**src/pkg/bss_consts.vh**
```
// constants for the binary schedule select block
// assumes inclusion by bare name from design files
`ifndef BSS_CONSTS_VH
`define BSS_CONSTS_VH
// register byte offsets
`define BSS_ADDR_CTRL      8'h00
`define BSS_ADDR_STATUS    8'h04
`define BSS_ADDR_STEP0     8'h08
`define BSS_ADDR_STEP4     8'h18
`define BSS_ADDR_PANEL     8'h1C
// ctrl field layout
`define BSS_CTRL_SEL_LO    0
`define BSS_CTRL_SEL_HI    1
`define BSS_CTRL_SEAM_LO   8
`define BSS_CTRL_SEAM_HI   9
`define BSS_CTRL_STEPPER   16
`define BSS_CTRL_RESET     32'h0000_0000
// select mode codes
`define BSS_SEL_PANEL      2'h0
`define BSS_SEL_TWO        2'h1
`define BSS_SEL_BINARY     2'h3
`define BSS_SEAM_ON        2'h1
// schedules
`define BSS_SCHED_MAX      6'h31
`define BSS_SCHED_00       6'h00
`define BSS_SCHED_10       6'h0A
`define BSS_SCHED_20       6'h14
`define BSS_SCHED_30       6'h1E
`define BSS_SCHED_40       6'h28
// debounce time
`define BSS_DEB_US         1000
`define BSS_CLK_MHZ        100
`define BSS_DEB_CYC        (`BSS_DEB_US * `BSS_CLK_MHZ)
`define BSS_DEB_W          17
// axi responses
`define BSS_RESP_OKAY      2'h0
`define BSS_RESP_SLVERR    2'h2
`endif

```
**src/design/bss_debounce.v**
```verilog
// debounce of one synchronised contact input
// assumes the input is already two-flop synchronised
`timescale 1ns/1ns
`include "bss_consts.vh"
module bss_debounce #(
    parameter [`BSS_DEB_W-1:0] DEB_CYC = `BSS_DEB_CYC
) (
    input  wire aclk,
    input  wire aresetn,
    input  wire in_sync,
    output reg  out_q
);
    reg [`BSS_DEB_W-1:0] cnt_q;

    // output changes only after the input held steady for DEB_CYC cycles
    always @(posedge aclk) begin
        if (!aresetn) begin
            cnt_q <= {`BSS_DEB_W{1'b0}};
            out_q <= 1'b0;
        end else if (in_sync == out_q) begin
            cnt_q <= {`BSS_DEB_W{1'b0}};
        end else if (cnt_q >= DEB_CYC - 1'b1) begin
            cnt_q <= {`BSS_DEB_W{1'b0}};
            out_q <= in_sync;
        end else begin
            cnt_q <= cnt_q + 1'b1;
        end
    end
endmodule // bss_debounce

```
**src/design/bss_top.v**
```verilog
// binary schedule select: decodes six contact selects and three
// initiation inputs into a schedule start, with an axi4-lite slave.
// assumes contacts arrive active high (closed = 1), asynchronous.
`timescale 1ns/1ns
`include "bss_consts.vh"
module bss_top #(
    parameter [`BSS_DEB_W-1:0] DEB_CYC = `BSS_DEB_CYC
) (
    input  wire        aclk,
    input  wire        aresetn,
    input  wire [5:0]  select_in,
    input  wire        main_initiate_input,
    input  wire        fixed_ten_initiate_input,
    input  wire        fixed_twenty_initiate_input,
    input  wire        weld_active,
    input  wire        step_advance,
    output reg         start_q,
    output reg  [5:0]  schedule_q,
    output reg  [2:0]  stepper_q,
    input  wire [7:0]  s_axi_awaddr,
    input  wire        s_axi_awvalid,
    output reg         s_axi_awready,
    input  wire [31:0] s_axi_wdata,
    input  wire [3:0]  s_axi_wstrb,
    input  wire        s_axi_wvalid,
    output reg         s_axi_wready,
    output reg  [1:0]  s_axi_bresp,
    output reg         s_axi_bvalid,
    input  wire        s_axi_bready,
    input  wire [7:0]  s_axi_araddr,
    input  wire        s_axi_arvalid,
    output reg         s_axi_arready,
    output reg  [31:0] s_axi_rdata,
    output reg  [1:0]  s_axi_rresp,
    output reg         s_axi_rvalid,
    input  wire        s_axi_rready
);
    localparam NIN = 9;

    // clamp and weighting of the six selects
    function [5:0] bin_sched;
        input [5:0] sel;
        begin
            if (sel > `BSS_SCHED_MAX)
                bin_sched = `BSS_SCHED_MAX;
            else
                bin_sched = sel;
        end
    endfunction

    // one-hot stepper decode; several closed picks the lowest weight
    function [2:0] step_dec;
        input [3:0] sel;
        begin
            if (sel[0])
                step_dec = 3'h1;
            else if (sel[1])
                step_dec = 3'h2;
            else if (sel[2])
                step_dec = 3'h3;
            else if (sel[3])
                step_dec = 3'h4;
            else
                step_dec = 3'h0;
        end
    endfunction

    wire [NIN-1:0] raw_in = {fixed_twenty_initiate_input,
                             fixed_ten_initiate_input,
                             main_initiate_input, select_in};
    reg  [NIN-1:0] sync1_q;
    reg  [NIN-1:0] sync2_q;
    wire [NIN-1:0] deb;

    always @(posedge aclk) begin
        if (!aresetn) begin
            sync1_q <= {NIN{1'b0}};
            sync2_q <= {NIN{1'b0}};
        end else begin
            sync1_q <= raw_in;
            sync2_q <= sync1_q;
        end
    end

    genvar gi;
    generate
        for (gi = 0; gi < NIN; gi = gi + 1) begin : g_deb
            bss_debounce #(.DEB_CYC(DEB_CYC)) u_deb (
                .aclk    (aclk),
                .aresetn (aresetn),
                .in_sync (sync2_q[gi]),
                .out_q   (deb[gi])
            );
        end
    endgenerate

    wire [5:0] sel     = deb[5:0];
    wire       ini_m   = deb[6];
    wire       ini_10  = deb[7];
    wire       ini_20  = deb[8];
    reg  [2:0] ini_prev_q;
    wire       rise_m  = ini_m  & ~ini_prev_q[0];
    wire       rise_10 = ini_10 & ~ini_prev_q[1];
    wire       rise_20 = ini_20 & ~ini_prev_q[2];

    // control registers
    reg  [31:0] ctrl_q;
    reg  [5:0]  panel_q;
    reg  [5:0]  step_pos_q [0:4];
    wire [1:0]  sel_mode = ctrl_q[`BSS_CTRL_SEL_HI:`BSS_CTRL_SEL_LO];
    wire [1:0]  seam     = ctrl_q[`BSS_CTRL_SEAM_HI:`BSS_CTRL_SEAM_LO];
    wire        stepper  = ctrl_q[`BSS_CTRL_STEPPER];
    wire        seam_on  = (seam == `BSS_SEAM_ON);

    // stepper positions: start at A=00 .. E=40, advance per weld
    wire [5:0] step_base [0:4];
    assign step_base[0] = `BSS_SCHED_00;
    assign step_base[1] = `BSS_SCHED_10;
    assign step_base[2] = `BSS_SCHED_20;
    assign step_base[3] = `BSS_SCHED_30;
    assign step_base[4] = `BSS_SCHED_40;

    // requested schedule for the main initiation input
    reg [5:0] req_sched;
    reg [2:0] req_step;
    always @* begin
        req_step = step_dec(sel[3:0]);
        case (sel_mode)
            `BSS_SEL_PANEL:  req_sched = panel_q;
            `BSS_SEL_TWO: begin
                case (sel[1:0])
                    2'h1:    req_sched = `BSS_SCHED_10;
                    2'h2:    req_sched = `BSS_SCHED_20;
                    2'h3:    req_sched = `BSS_SCHED_30;
                    default: req_sched = `BSS_SCHED_00;
                endcase
            end
            // per-stepper position
            // stepper schedule is its base plus its own progress
            `BSS_SEL_BINARY: req_sched = stepper ?
                bin_sched(step_base[req_step] + step_pos_q[req_step]) :
                bin_sched(sel);
            default:         req_sched = panel_q;
        endcase
    end

    wire in_seam_weld = seam_on & weld_active;

    // start pulse and schedule latch
    always @(posedge aclk) begin
        if (!aresetn) begin
            ini_prev_q <= 3'h0;
            start_q    <= 1'b0;
            schedule_q <= `BSS_SCHED_00;
            stepper_q  <= 3'h0;
        end else begin
            ini_prev_q <= {ini_20, ini_10, ini_m};
            start_q    <= 1'b0;
            if (rise_m) begin
                start_q    <= 1'b1;
                schedule_q <= req_sched;
                stepper_q  <= req_step;
            end else if (rise_10) begin
                start_q    <= 1'b1;
                schedule_q <= `BSS_SCHED_10;
            end else if (rise_20) begin
                start_q    <= 1'b1;
                schedule_q <= `BSS_SCHED_20;
            end else if (in_seam_weld) begin
                schedule_q <= req_sched;
            end
        end
    end

    // axi4-lite write path
    reg        aw_hold_q;
    reg        w_hold_q;
    reg [7:0]  awaddr_q;
    reg [31:0] wdata_q;
    reg [3:0]  wstrb_q;
    wire       do_wr = aw_hold_q & w_hold_q & ~s_axi_bvalid;
    wire [2:0] wr_idx = awaddr_q[4:2] - 3'h2;
    wire       wr_step = (awaddr_q >= `BSS_ADDR_STEP0) &&
                         (awaddr_q <= `BSS_ADDR_STEP4);
    wire [31:0] ctrl_new = {wstrb_q[3] ? wdata_q[31:24] : ctrl_q[31:24],
                            wstrb_q[2] ? wdata_q[23:16] : ctrl_q[23:16],
                            wstrb_q[1] ? wdata_q[15:8]  : ctrl_q[15:8],
                            wstrb_q[0] ? wdata_q[7:0]   : ctrl_q[7:0]};
    integer k;

    always @(posedge aclk) begin
        if (!aresetn) begin
            aw_hold_q     <= 1'b0;
            w_hold_q      <= 1'b0;
            awaddr_q      <= 8'h00;
            wdata_q       <= 32'h0000_0000;
            wstrb_q       <= 4'h0;
            s_axi_awready <= 1'b0;
            s_axi_wready  <= 1'b0;
            s_axi_bvalid  <= 1'b0;
            s_axi_bresp   <= `BSS_RESP_OKAY;
            ctrl_q        <= `BSS_CTRL_RESET;
            panel_q       <= `BSS_SCHED_00;
            for (k = 0; k < 5; k = k + 1)
                step_pos_q[k] <= 6'h00;
        end else begin
            s_axi_awready <= ~aw_hold_q & ~s_axi_awready & s_axi_awvalid;
            s_axi_wready  <= ~w_hold_q & ~s_axi_wready & s_axi_wvalid;
            if (s_axi_awvalid & s_axi_awready) begin
                aw_hold_q <= 1'b1;
                awaddr_q  <= s_axi_awaddr;
            end
            if (s_axi_wvalid & s_axi_wready) begin
                w_hold_q <= 1'b1;
                wdata_q  <= s_axi_wdata;
                wstrb_q  <= s_axi_wstrb;
            end
            if (s_axi_bvalid & s_axi_bready)
                s_axi_bvalid <= 1'b0;
            if (start_q && stepper && step_advance == 1'b0) begin
                step_pos_q[stepper_q] <= step_pos_q[stepper_q];
            end
            // advance the stepper that just ran; others keep their place
            if (step_advance && stepper)
                step_pos_q[stepper_q] <= step_pos_q[stepper_q] + 6'h01;
            if (do_wr) begin
                aw_hold_q    <= 1'b0;
                w_hold_q     <= 1'b0;
                s_axi_bvalid <= 1'b1;
                s_axi_bresp  <= `BSS_RESP_OKAY;
                if (awaddr_q == `BSS_ADDR_CTRL)
                    ctrl_q <= ctrl_new;
                else if (awaddr_q == `BSS_ADDR_PANEL)
                    panel_q <= bin_sched(wdata_q[5:0]);
                else if (wr_step)
                    step_pos_q[wr_idx] <= bin_sched(wdata_q[5:0]);
                else
                    s_axi_bresp <= `BSS_RESP_SLVERR;
            end
        end
    end

    // axi4-lite read path
    wire [2:0] rd_idx = s_axi_araddr[4:2] - 3'h2;
    reg [31:0] rd_val;
    reg        rd_ok;
    always @* begin
        rd_ok  = 1'b1;
        rd_val = 32'h0000_0000;
        if (s_axi_araddr == `BSS_ADDR_CTRL)
            rd_val = ctrl_q;
        else if (s_axi_araddr == `BSS_ADDR_STATUS)
            rd_val = {13'h0000, ini_20, ini_10, ini_m, sel,
                      stepper_q, start_q, schedule_q};
        else if (s_axi_araddr == `BSS_ADDR_PANEL)
            rd_val = {26'h000_0000, panel_q};
        else if (s_axi_araddr >= `BSS_ADDR_STEP0 &&
                 s_axi_araddr <= `BSS_ADDR_STEP4)
            rd_val = {26'h000_0000, step_pos_q[rd_idx] + step_base[rd_idx]};
        else
            rd_ok = 1'b0;
    end

    always @(posedge aclk) begin
        if (!aresetn) begin
            s_axi_arready <= 1'b0;
            s_axi_rvalid  <= 1'b0;
            s_axi_rdata   <= 32'h0000_0000;
            s_axi_rresp   <= `BSS_RESP_OKAY;
        end else begin
            s_axi_arready <= ~s_axi_arready & ~s_axi_rvalid & s_axi_arvalid;
            if (s_axi_arvalid & s_axi_arready) begin
                s_axi_rvalid <= 1'b1;
                s_axi_rdata  <= rd_val;
                s_axi_rresp  <= rd_ok ? `BSS_RESP_OKAY : `BSS_RESP_SLVERR;
            end else if (s_axi_rvalid & s_axi_rready) begin
                s_axi_rvalid <= 1'b0;
            end
        end
    end
endmodule // bss_top

```
**config.mk**
```make
export PLATFORM = sky130hd
export DESIGN_NAME = bss_top
export DESIGN_NICKNAME = d
export VERILOG_FILES = /design/src/design/bss_debounce.v /design/src/design/bss_top.v
export VERILOG_INCLUDE_DIRS = /design/src /design/src/pkg
export SDC_FILE = /design/constraint.sdc
export NUM_CORES = 1
export LEC_CHECK = 0
export BUFFER_PORTS_ARGS = -buffer_cell sky130_fd_sc_hd__buf_4
export CAP_MARGIN = 20
export CORE_MARGIN = 3
export CORE_UTILIZATION = 50
export DETAILED_ROUTE_END_ITERATION = 8
export PLACE_DENSITY = 0.68
export REMOVE_ABC_BUFFERS = 1
export SYNTH_ARGS = -nofsm -noshare
export SYNTH_HDL_FRONTEND = slang
export SYNTH_SLANG_ARGS = --single-unit
```
**constraint.sdc**
```tcl
create_clock -name aclk -period 7.5 [get_ports aclk]
set_input_delay 2.25 -clock aclk [delete_from_list [all_inputs] [get_ports aclk]]
set_output_delay 2.25 -clock aclk [all_outputs]
set_load 0.02 [all_outputs]
```
# --- Yosys cells after proc, flatten, opt, wreduce, memory -nomap -nowiden ---
# Memory sizes are Yosys's and may differ from the RTL's. A register that Yosys moved wholly into a read port is not among the register bits.
# Index checks and enable logic that the tools add are counted.
totals:
  register_bits: 318
  latch_bits: 0
  ram_bits: 30
  mem_bits_ro: 96
  mem_count: 3
memory_table:
  columns: ["name", "words", "word_bits", "rd", "rd_clocked_by_memory_dff", "write_ports", "line", "text"]
  rows:
  - ["(name not given)", 8, 6, 1, 0, 0, "bss_top.v:259", "rd_val = {26'h000_0000, step_pos_q[rd_idx] + step_base[rd_idx]};"]
  - ["(name not given)", 8, 6, 1, 0, 0, "bss_top.v:141", "bin_sched(step_base[req_step] + step_pos_q[req_step]) :"]
  - ["step_pos_q", 5, 6, 3, 1, 5, "bss_top.v:109", "reg [5:0] step_pos_q [0:4];"]
op_classes:
  n_addsub: 14
  n_mul: 0
  div: 0
  magnitude_cmp: 18
  n_eq_ne: 18
  shifts: 0
  n_mux: 64
  n_bitwise: 42
  n_reduce_logical: 36
op_table:
  columns: ["op", "count"]
  rows:
  - ["17-bit by 1-bit adder with 17-bit output, second input constant", 9]
  - ["17-bit >= comparator, second input constant", 9]
  - ["6-bit 2-to-1 mux", 22]
  - ["32-bit 2-to-1 mux", 1]
  - ["3-bit OR reduction", 9]
  - ["1-bit 2-to-1 mux", 26]
  - ["3-bit 2-to-1 mux", 8]
  - ["1-bit NOT", 22]
  - ["19-bit 2-to-1 mux", 1]
  - ["6-bit > comparator, second input constant", 3]
  - ["2-bit AND reduction", 9]
  - ["1-bit bitwise AND", 17]
  - ["8-bit by 5-bit equality test with 1-bit output, second input constant", 2]
  - ["8-bit by 4-bit >= comparator with 1-bit output, second input constant", 2]
  - ["8-bit by 5-bit less-or-equal comparator with 1-bit output, second input constant", 2]
  - ["8-bit logical NOT", 2]
  - ["5-bit one-hot mux with 3 select lines", 1]
  - ["3-bit AND reduction", 5]
  - ["6-bit adder", 2]
  - ["6-bit one-hot mux with 2 select lines", 1]
  - ["6-bit OR reduction", 2]
  - ["1-bit equality test", 9]
  - ["8-bit by 3-bit equality test with 1-bit output, second input constant", 1]
  - ["4-bit >= comparator, second input constant", 2]
  - ["other kinds (11)", 25]

# --- Logic depth before layout (Yosys ltp) ---
# Gate-level depths: netlist of run 1.
depth:
  depth_word: 17
  ltp_mapped: 14

# --- Modules after synthesis ---
# Synthesis of run 1 repeated with hierarchy kept, for this count alone.
hier_totals:
  cells_unflattened: 1854
  area_unflattened_um2: 16831.1
by_module_without_submodules:
  columns: ["module", "n_inst", "cells_per_inst", "area_each_um2"]
  rows:
  - ["bss_top", 1, 1008, 9297.7]
  - ["bss_debounce", 9, 94, 837.1]

# --- Least setup slack after synthesis of run 1 ---
# Ideal clock, no wire load.
synth_path:
  path_type: "input to register"
  from: "input s_axi_araddr[2]"
  to: "register s_axi_rdata[5]"
  arrival_time_ns: 4.956
  required_ns: 7.377
  slack_ns: 2.421
  stages: 11
  cell_sequence: "buf_2 > buf_1 > mux4_2 > mux2_2 > ha_1 > fa_1 > a21o_1 > a21oi_1 > xnor2_1 > a221oi_1 > nor2_1"
synth_between:
  elab_chain_len: 10
  elab_cells_between_ends: 17
synth_lines:
  columns: ["item", "line", "text"]
  rows:
  - ["from (decl)", "bss_top.v:30", "input wire [7:0] s_axi_araddr,"]
  - ["3-bit by 2-bit subtractor with 3-bit output", "bss_top.v:244", "wire [2:0] rd_idx = s_axi_araddr[4:2] - 3'h2;"]
  - ["3-bit NOT with 4-bit output (not written as such)", "bss_top.v:259", null]
  - ["memory read 8 x 6 bit", null, null]
  - ["6-bit 2-to-1 mux (not written as such) (2 in series)", "bss_top.v:259", null]
  - ["6-bit adder", "bss_top.v:259", null]
  - ["6-bit 2-to-1 mux", "bss_top.v:257", "else if (s_axi_araddr >= `BSS_ADDR_STEP0 &&"]
  - ["6-bit 2-to-1 mux", "bss_top.v:255", "else if (s_axi_araddr == `BSS_ADDR_PANEL)"]
  - ["19-bit 2-to-1 mux", "bss_top.v:252", "else if (s_axi_araddr == `BSS_ADDR_STATUS)"]
  - ["32-bit 2-to-1 mux (*)", "bss_top.v:250", "if (s_axi_araddr == `BSS_ADDR_CTRL)"]
  - ["to (signal assigned)", "bss_top.v:274", "s_axi_rdata <= rd_val;"]
  - ["to (decl)", "bss_top.v:33", "output reg [31:0] s_axi_rdata,"]
# Every way passes the cells marked *; elsewhere a longest branch is shown, timed or not. The select of a mux whose other input is x is not followed.
# A chain may end at the register's enable or synchronous reset.

# --- Worst setup path in the final report of run 1 ---
layout_path:
  from: "input s_axi_araddr[3]"
  to: "register s_axi_rdata[5]"
# The elaborated chain is that of the path after synthesis.

==> impl_metrics.py, run 1 <==
metrics = {
    "outcome": {
        "run_status": "completed",
    },
    "power": {
        "max-vdd-ir-drop_uv": 161.8,
        "power_leakage_uw": 0.006865,
        "power-per-cell-area_nw_per_um2": 225.0,
    },
    "sta": {
        "slew_headroom_pct": 26.83,
        "min_period_ns": 4.400,
        "finalCritPeriodShare_pct": 58.66,
        "grt_setup_unrepaired": "no",
        "fin_skew_ns": 0.02232,
        "final_max_slew_viol_count": 0,
        "setup-violations-final": 0,
        "maxClockFrequency_mhz": 227.3,
        "worstMarginPinSlew_ns": 1.090,
        "setup_slack_ns": 3.100,
        "tns_ns": 0,
        "final.hold.worst_slack_ns": 0.4336,
        "finalHoldViolations": 0,
    },
    "setup_path": {
        "worstSetupPathType": "in2reg",
        "critical_path_top_delay_cell": "ha_1",
        "timing.critical_path.required_ns": 7.93,
        "critical_path.n_buffers_inverters": 2,
        "crit_path_frequent_cell": "ha_1",
        "cpPeakStageDelay_ns": 0.48,
        "reg2reg_from": "g_deb[3].u_deb.out_q",
        "critical_path_arrival_ns": 4.83,
        "crit_path_cell_trace": "buf_4 > inv_1 > ha_1 > mux2_2 > ha_1 > fa_1 > a21o_1 > a21oi_1 > xnor2_1 > a221oi_1 > nor2_1",
        "worstReg2RegEnd": "schedule_q[5]",
        "r2r.worst_path.cells": 13,
        "cpLargestDelayFamily": "adder cells",
        "crit_path_end_kind": "register",
        "reg2reg_setup_slack_ns": 4.04,
        "setup.worst_path.start_class": "input pin",
        "worst-path-max-fanout": 16,
    },
    "yosys": {
        "syn_area_per_cell_um2": 9.136,
        "async_reset_ff_share_pct": 0,
        "yosysWarningCount": 0,
        "syn-instance-count": 1798,
        "synth.cell_area_um2": 16430,
        "postSynth.topFlopCell": "dfxtp_1",
        "ys_ff_latch": 367,
        "yosys.cell_types.count": 67,
        "synth_enable_flop_cells": 48,
        "yosysSeqAreaShare_pct": 47.65,
    },
    "detailed_routing": {
        "detail_routed_via_count_per_cell": 5.524,
        "wl_per_cell_um": 16.57,
        "final_antenna_net_count": 0,
        "route.final.wire_length_mm": 38.95,
        "num_vias": 12980,
        "drt_first_iter_violations": 1148,
        "drcViolationCount": 0,
        "drt_pass1_iterations": 8,
    },
    "min_path": {
        "holdPathEnd": "sync2_q[8]",
        "whs_path_depth": 1,
        "hold_start": "sync1_q[8]",
        "hold_class": "reg2reg",
    },
    "placement": {
        "post-dp-hpwl_mm": 26.84,
        "count_of_placed_standard_cells_including_taps": 2274,
        "dpl-instance-area_um2": 17550,
        "gp_routability_congestion": 0.9050,
        "port_buffers": 118,
        "place_ws_ns": 2.572,
    },
    "cells_and_area": {
        "post_route_cells_drive_above_1_share_pct": 12.22,
        "finish.net_count": 1974,
        "layout_cells_excl_fill": 2350,
        "fin_area_um2": 18960,
        "area_growth_syn_to_layout_pct": 15.42,
        "antennaDiodeCount": 0,
    },
    "die": {
        "placeable_core_region_um2": 31960,
        "initial_standard_cell_utilization_of_the_core_pct": 51.40,
        "die_height_um": 187.3,
        "row_count": 65,
        "design.die.area_um2": 35060,
        "fp.dieW_um": 187.3,
        "num_io_pins": 121,
    },
    "grt": {
        "grt_first_pass_wirelength_mm": 64.07,
        "grt_max_degree": 86,
        "grt_pass1_vias": 12660,
        "global_route.usage.total_pct": 21.92,
        "grt.overflow.total": 0,
        "number_of_antenna_violations_at_the_first_check_in_global_routing": 0,
    },
    "cts": {
        "cts-root-to-sink-buffers": 3,
        "clkTransAtPathRegs_ns": 0.06,
        "cts-htree-levels": 2,
        "cts-buffers-inserted": 41,
        "clkSinkCount": 367,
        "post_cts.repair.setup_buffers": 0,
        "clock-root-buffer": "clkbuf_16",
        "cts-resized-gates": 0,
        "hold_buffers": 0,
        "worst_skew_late_latency_ns": 0.54,
        "tritoncts_clock_tree": "done",
    },
    "job": {
        "cap_viol_max_count": 0,
    },
}
## metal layers
metal | share of wire (%) | vias to the layer above | GRT usage, %
li1 | - | 6385 | -
met1 | 45 | 6124 | 29.60
met2 | 45 | 404 | 35.05
met3 | 7.6 | 69 | 5.660
met4 | 2.5 | 0 | 5.961
met5 | 0 | - | 0
## layout by cell type (no fill, tap or decap), types with 17 or more instances in the layout
cell type / instances
dfxtp_1: 319
nand2_1: 253
nor2_1: 240
buf_4: 128
nand3_1: 109
xor2_1: 100
a21boi_0: 78
a21oi_1: 51
inv_1: 48
xnor2_1: 48
edfxtp_1: 48
o21ai_0: 44
clkbuf_16: 43
and2_1: 33
o22ai_1: 30
nand4_1: 26
and3_1: 22
ha_1: 20
mux2i_1: 19
nor2b_1: 17
## worst reg2reg max path, delay by kind of cell, from the launching register on
| kind | cells | cell delay, ns |
|---|---|---|
| AO/OA/AOI/OAI | 7 | 1.17 |
| flip-flops | 1 | 0.79 |
| adder cells (fa/ha/maj) | 2 | 0.63 |
| XOR/XNOR | 1 | 0.36 |
| multiplexers | 1 | 0.28 |
| AND/OR/NAND/NOR | 2 | 0.11 |
## state kept, by name, summed over array words and instances, names as in the netlist, 8 cells and up, named ones only
| name | cells |
|---|---|
| awaddr_q | 8 |
| ctrl_q | 32 |
| g_deb.u_deb.cnt_q | 153 |
| g_deb.u_deb.out_q | 9 |
| s_axi_rdata | 32 |
| step_pos_q | 48 |
| sync1_q | 9 |
| sync2_q | 9 |
| wdata_q | 32 |
## where the power goes
group          internal (uW)  switching (uW)  total, uW
Sequential              2010            22.7       2040
Combinational           84.2             100        185
Clock                   1230             814       2040
## final cells by class
class / instances / area [um^2]
clock buffer: 55 / 1191
timing repair buffer: 128 / 960.9
sequential: 367 / 7828
multi-input combinational: 1296 / 8040
fill: 2760 / 13000
inverter: 48 / 180.2
clock inverter: 21 / 216.5
tap: 435 / 544.3
## metrics by stage
| stage | utilization (%) | total power, uW |
|---|---|---|
| after CTS | 59.32 | 4303 |
| after floorplan | - | 2170 |
| final | 59.32 | 4266 |
| after global routing | 59.32 | 4415 |
| after global placement | 54.92 | 2261 |
| after detailed placement | 54.92 | 2264 |
## cell usage after synthesis (9+ instances only)
cell	count	area, um^2
dfxtp_1	319	6386
nand2_1	253	949.7
nor2_1	240	900.9
nand3_1	109	545.5
xor2_1	100	875.8
a21boi_0	78	585.6
clkbuf_1	71	266.5
a21oi_1	51	255.2
edfxtp_1	48	1441
inv_1	48	180.2
xnor2_1	48	420.4
o21ai_0	44	220.2
and2_1	33	206.5
o22ai_1	30	187.7
nand4_1	26	162.7
and3_1	22	137.6
ha_1	20	250.2
mux2i_1	19	190.2
nor2b_1	17	106.4
a221oi_1	16	140.1
nand2b_1	16	100.1
nor3b_1	15	112.6
nor3_1	14	70.07
mux4_1	12	315.3
mux4_2	12	270.3
and4_1	11	96.34
nor4_1	9	56.30
## worst max path at each step
stage,startpoint,end,slack [ns],depth (start not counted)
global route,s_axi_araddr[3],s_axi_rdata[5],2.92,11
floorplan,s_axi_araddr[3],s_axi_rdata[5],3.02,10
CTS,s_axi_araddr[3],s_axi_rdata[5],3.13,11
global placement,s_axi_araddr[2],s_axi_rdata[5],2.57,10
finish,s_axi_araddr[3],s_axi_rdata[5],3.10,11
detailed placement,s_axi_araddr[3],s_axi_rdata[5],2.57,11
## cell families after synthesis
kind of cell | after synthesis | share of synthesized area, %
compound gates | 278 | 11.38
simple gates | 796 | 22.56
flops | 367 | 47.65
mux | 49 | 5.134
buf+inv | 136 | 3.427
xor+xnor | 149 | 8.058
fa+ha+maj | 22 | 1.767
other cells | 1 | 0.02283
Note: power is estimated with default switching activity, not from simulation.
==> inputs of run 2 (changes only) <==
==> constraint.sdc (replaced) <==
create_clock -name aclk -period 4.3 [get_ports aclk]
set_input_delay 1.29 -clock aclk [delete_from_list [all_inputs] [get_ports aclk]]
set_output_delay 1.29 -clock aclk [all_outputs]
set_load 0.02 [all_outputs]
==> impl_metrics.py, run 2 (same netlist as run 1, synthesis figures left out) <==
metrics = {
    "outcome": {
        "run_status": "completed",
    },
    "detailed_routing": {
        "num_vias": 12960,
        "wl_per_cell_um": 16.45,
        "detail_routed_via_count_per_cell": 5.519,
        "drcViolationCount": 0,
        "drt_first_iter_violations": 1118,
        "final_antenna_net_count": 0,
        "route.final.wire_length_mm": 38.63,
        "drt_pass1_iterations": 6,
    },
    "die": {
        "die_height_um": 187.3,
        "placeable_core_region_um2": 31960,
        "initial_standard_cell_utilization_of_the_core_pct": 51.40,
        "row_count": 65,
        "num_io_pins": 121,
        "design.die.area_um2": 35060,
        "fp.dieW_um": 187.3,
    },
    "cts": {
        "cts-buffers-inserted": 40,
        "post_cts.repair.setup_buffers": 0,
        "clkTransAtPathRegs_ns": 0.06,
        "hold_buffers": 0,
        "tritoncts_clock_tree": "done",
        "worst_skew_late_latency_ns": 0.53,
        "cts-htree-levels": 2,
        "cts-resized-gates": 0,
        "cts-root-to-sink-buffers": 3,
        "clkSinkCount": 367,
        "clock-root-buffer": "clkbuf_16",
    },
    "cells_and_area": {
        "finish.net_count": 1977,
        "layout_cells_excl_fill": 2349,
        "post_route_cells_drive_above_1_share_pct": 11.91,
        "area_growth_syn_to_layout_pct": 15.11,
        "mostFrequentLayoutCell": "dfxtp_1",
        "largest_register": "g_deb.u_deb.cnt_q",
        "largest_register_ffs": 153,
        "reg_top3": "g_deb.u_deb.cnt_q: 153 flops, step_pos_q: 48 flops",
        "antennaDiodeCount": 0,
        "final_cell_mix": "dfxtp_1, nand2_1, nor2_1, buf_4, nand3_1",
        "final_util_pct": 59.16,
    },
    "sta": {
        "fin_skew_ns": 0.01897,
        "finalHoldViolations": 0,
        "worstMarginPinSlew_ns": 1.016,
        "finalCritPeriodShare_pct": 78.77,
        "tns_ns": 0,
        "slew_headroom_pct": 31.80,
        "final_max_slew_viol_count": 0,
        "grt_setup_unrepaired": "no",
        "setup_slack_ns": 0.9129,
        "maxClockFrequency_mhz": 295.2,
        "setup-violations-final": 0,
        "min_period_ns": 3.387,
        "final.hold.worst_slack_ns": 0.4323,
    },
    "setup_path": {
        "worst-path-max-fanout": 12,
        "crit_path_end_kind": "register",
        "critical_path_arrival_ns": 3.79,
        "crit_path_cell_trace": "mux2i_1 > nor2_1 > a21oi_1 > nor2_1 > a21oi_1 > o21ai_0 > ha_1 > fa_1 > a21o_1 > a21oi_1 > xor2_1 > o21ai_0 > a32o_1",
        "reg2reg_setup_slack_ns": 0.91,
        "critical_path_top_delay_cell": "dfxtp_1",
        "cpPeakStageDelay_ns": 0.74,
        "timing.critical_path.required_ns": 4.70,
        "crit_path_frequent_cell": "a21oi_1",
        "worstSetupPathType": "reg2reg",
        "setup.worst_path.start_class": "register",
    },
    "grt": {
        "global_route.usage.total_pct": 21.46,
        "grt_pass1_vias": 12360,
        "number_of_antenna_violations_at_the_first_check_in_global_routing": 0,
        "grt_first_pass_wirelength_mm": 62.77,
        "grt.overflow.total": 0,
        "grt_max_degree": 155,
    },
    "placement": {
        "post-dp-hpwl_mm": 26.97,
        "gp_routability_congestion": 0.9208,
        "count_of_placed_standard_cells_including_taps": 2278,
        "port_buffers": 118,
        "place_ws_ns": 0.4024,
    },
    "power": {
        "max-vdd-ir-drop_uv": 302.5,
        "power-per-cell-area_nw_per_um2": 387.1,
        "power_leakage_uw": 0.006828,
    },
    "job": {
        "cap_viol_max_count": 0,
    },
    "min_path": {
        "hold_class": "reg2reg",
    },
}
==> run 2: cell count changes in the layout (fill, tap and decap cells not counted), sizes merged <==
cell / change
clkinv: -8
buf: +4
bufinv: +2
clkinvlp: +1
==> run 2: through the flow <==
step / cell area [um^2] / power, uW
after floorplan: 16050 / 3784
after global placement: 17600 / 3946
after detailed placement: 17600 / 3948
after CTS: 18910 / 7391
after global routing: 18910 / 7568
final: 18910 / 7320
==> run 2: power by group <==
group          switching (uW)  internal, uW
Clock                    1370          2080
Sequential               40.0          3510
Combinational             172           148
==> run 2: layout make-up <==
cell class	instances	area [um^2]
sequential	367	7828
multi-input combinational	1296	8040
clock inverter	16	226.5
fill	2774	13050
clock buffer	55	1087
timing repair buffer	132	1003
inverter	48	180.2
tap	435	544.3
==> run 2: layer usage <==
layer | up-vias | global-route usage [%] | share of wire [%]
li1 | 6396 | - | -
met1 | 6101 | 30.03 | 46
met2 | 398 | 33.88 | 44
met3 | 68 | 5.004 | 8.1
met4 | 0 | 5.031 | 2.1
met5 | - | 0 | 0
==> run 2: worst paths after layout <==
| check | startpoint | endpoint | cells past startpoint |
|---|---|---|---|
| worst max-delay path | g_deb[3].u_deb.out_q | schedule_q[0] | 13 |
| worst min register to register | sync1_q[0] | sync2_q[0] | 1 |
| worst min-delay path | sync1_q[0] | sync2_q[0] | 1 |
| worst max register to register | g_deb[3].u_deb.out_q | schedule_q[0] | 13 |
==> run 2: critical path, delay by kind of cell, from the launching register on <==
| kind | cells | cell delay (ns) |
|---|---|---|
| compound gates | 7 | 1.16 |
| xor+xnor | 1 | 0.36 |
| fa+ha+maj | 2 | 0.62 |
| flops | 1 | 0.74 |
| mux | 1 | 0.26 |
| simple gates | 2 | 0.10 |
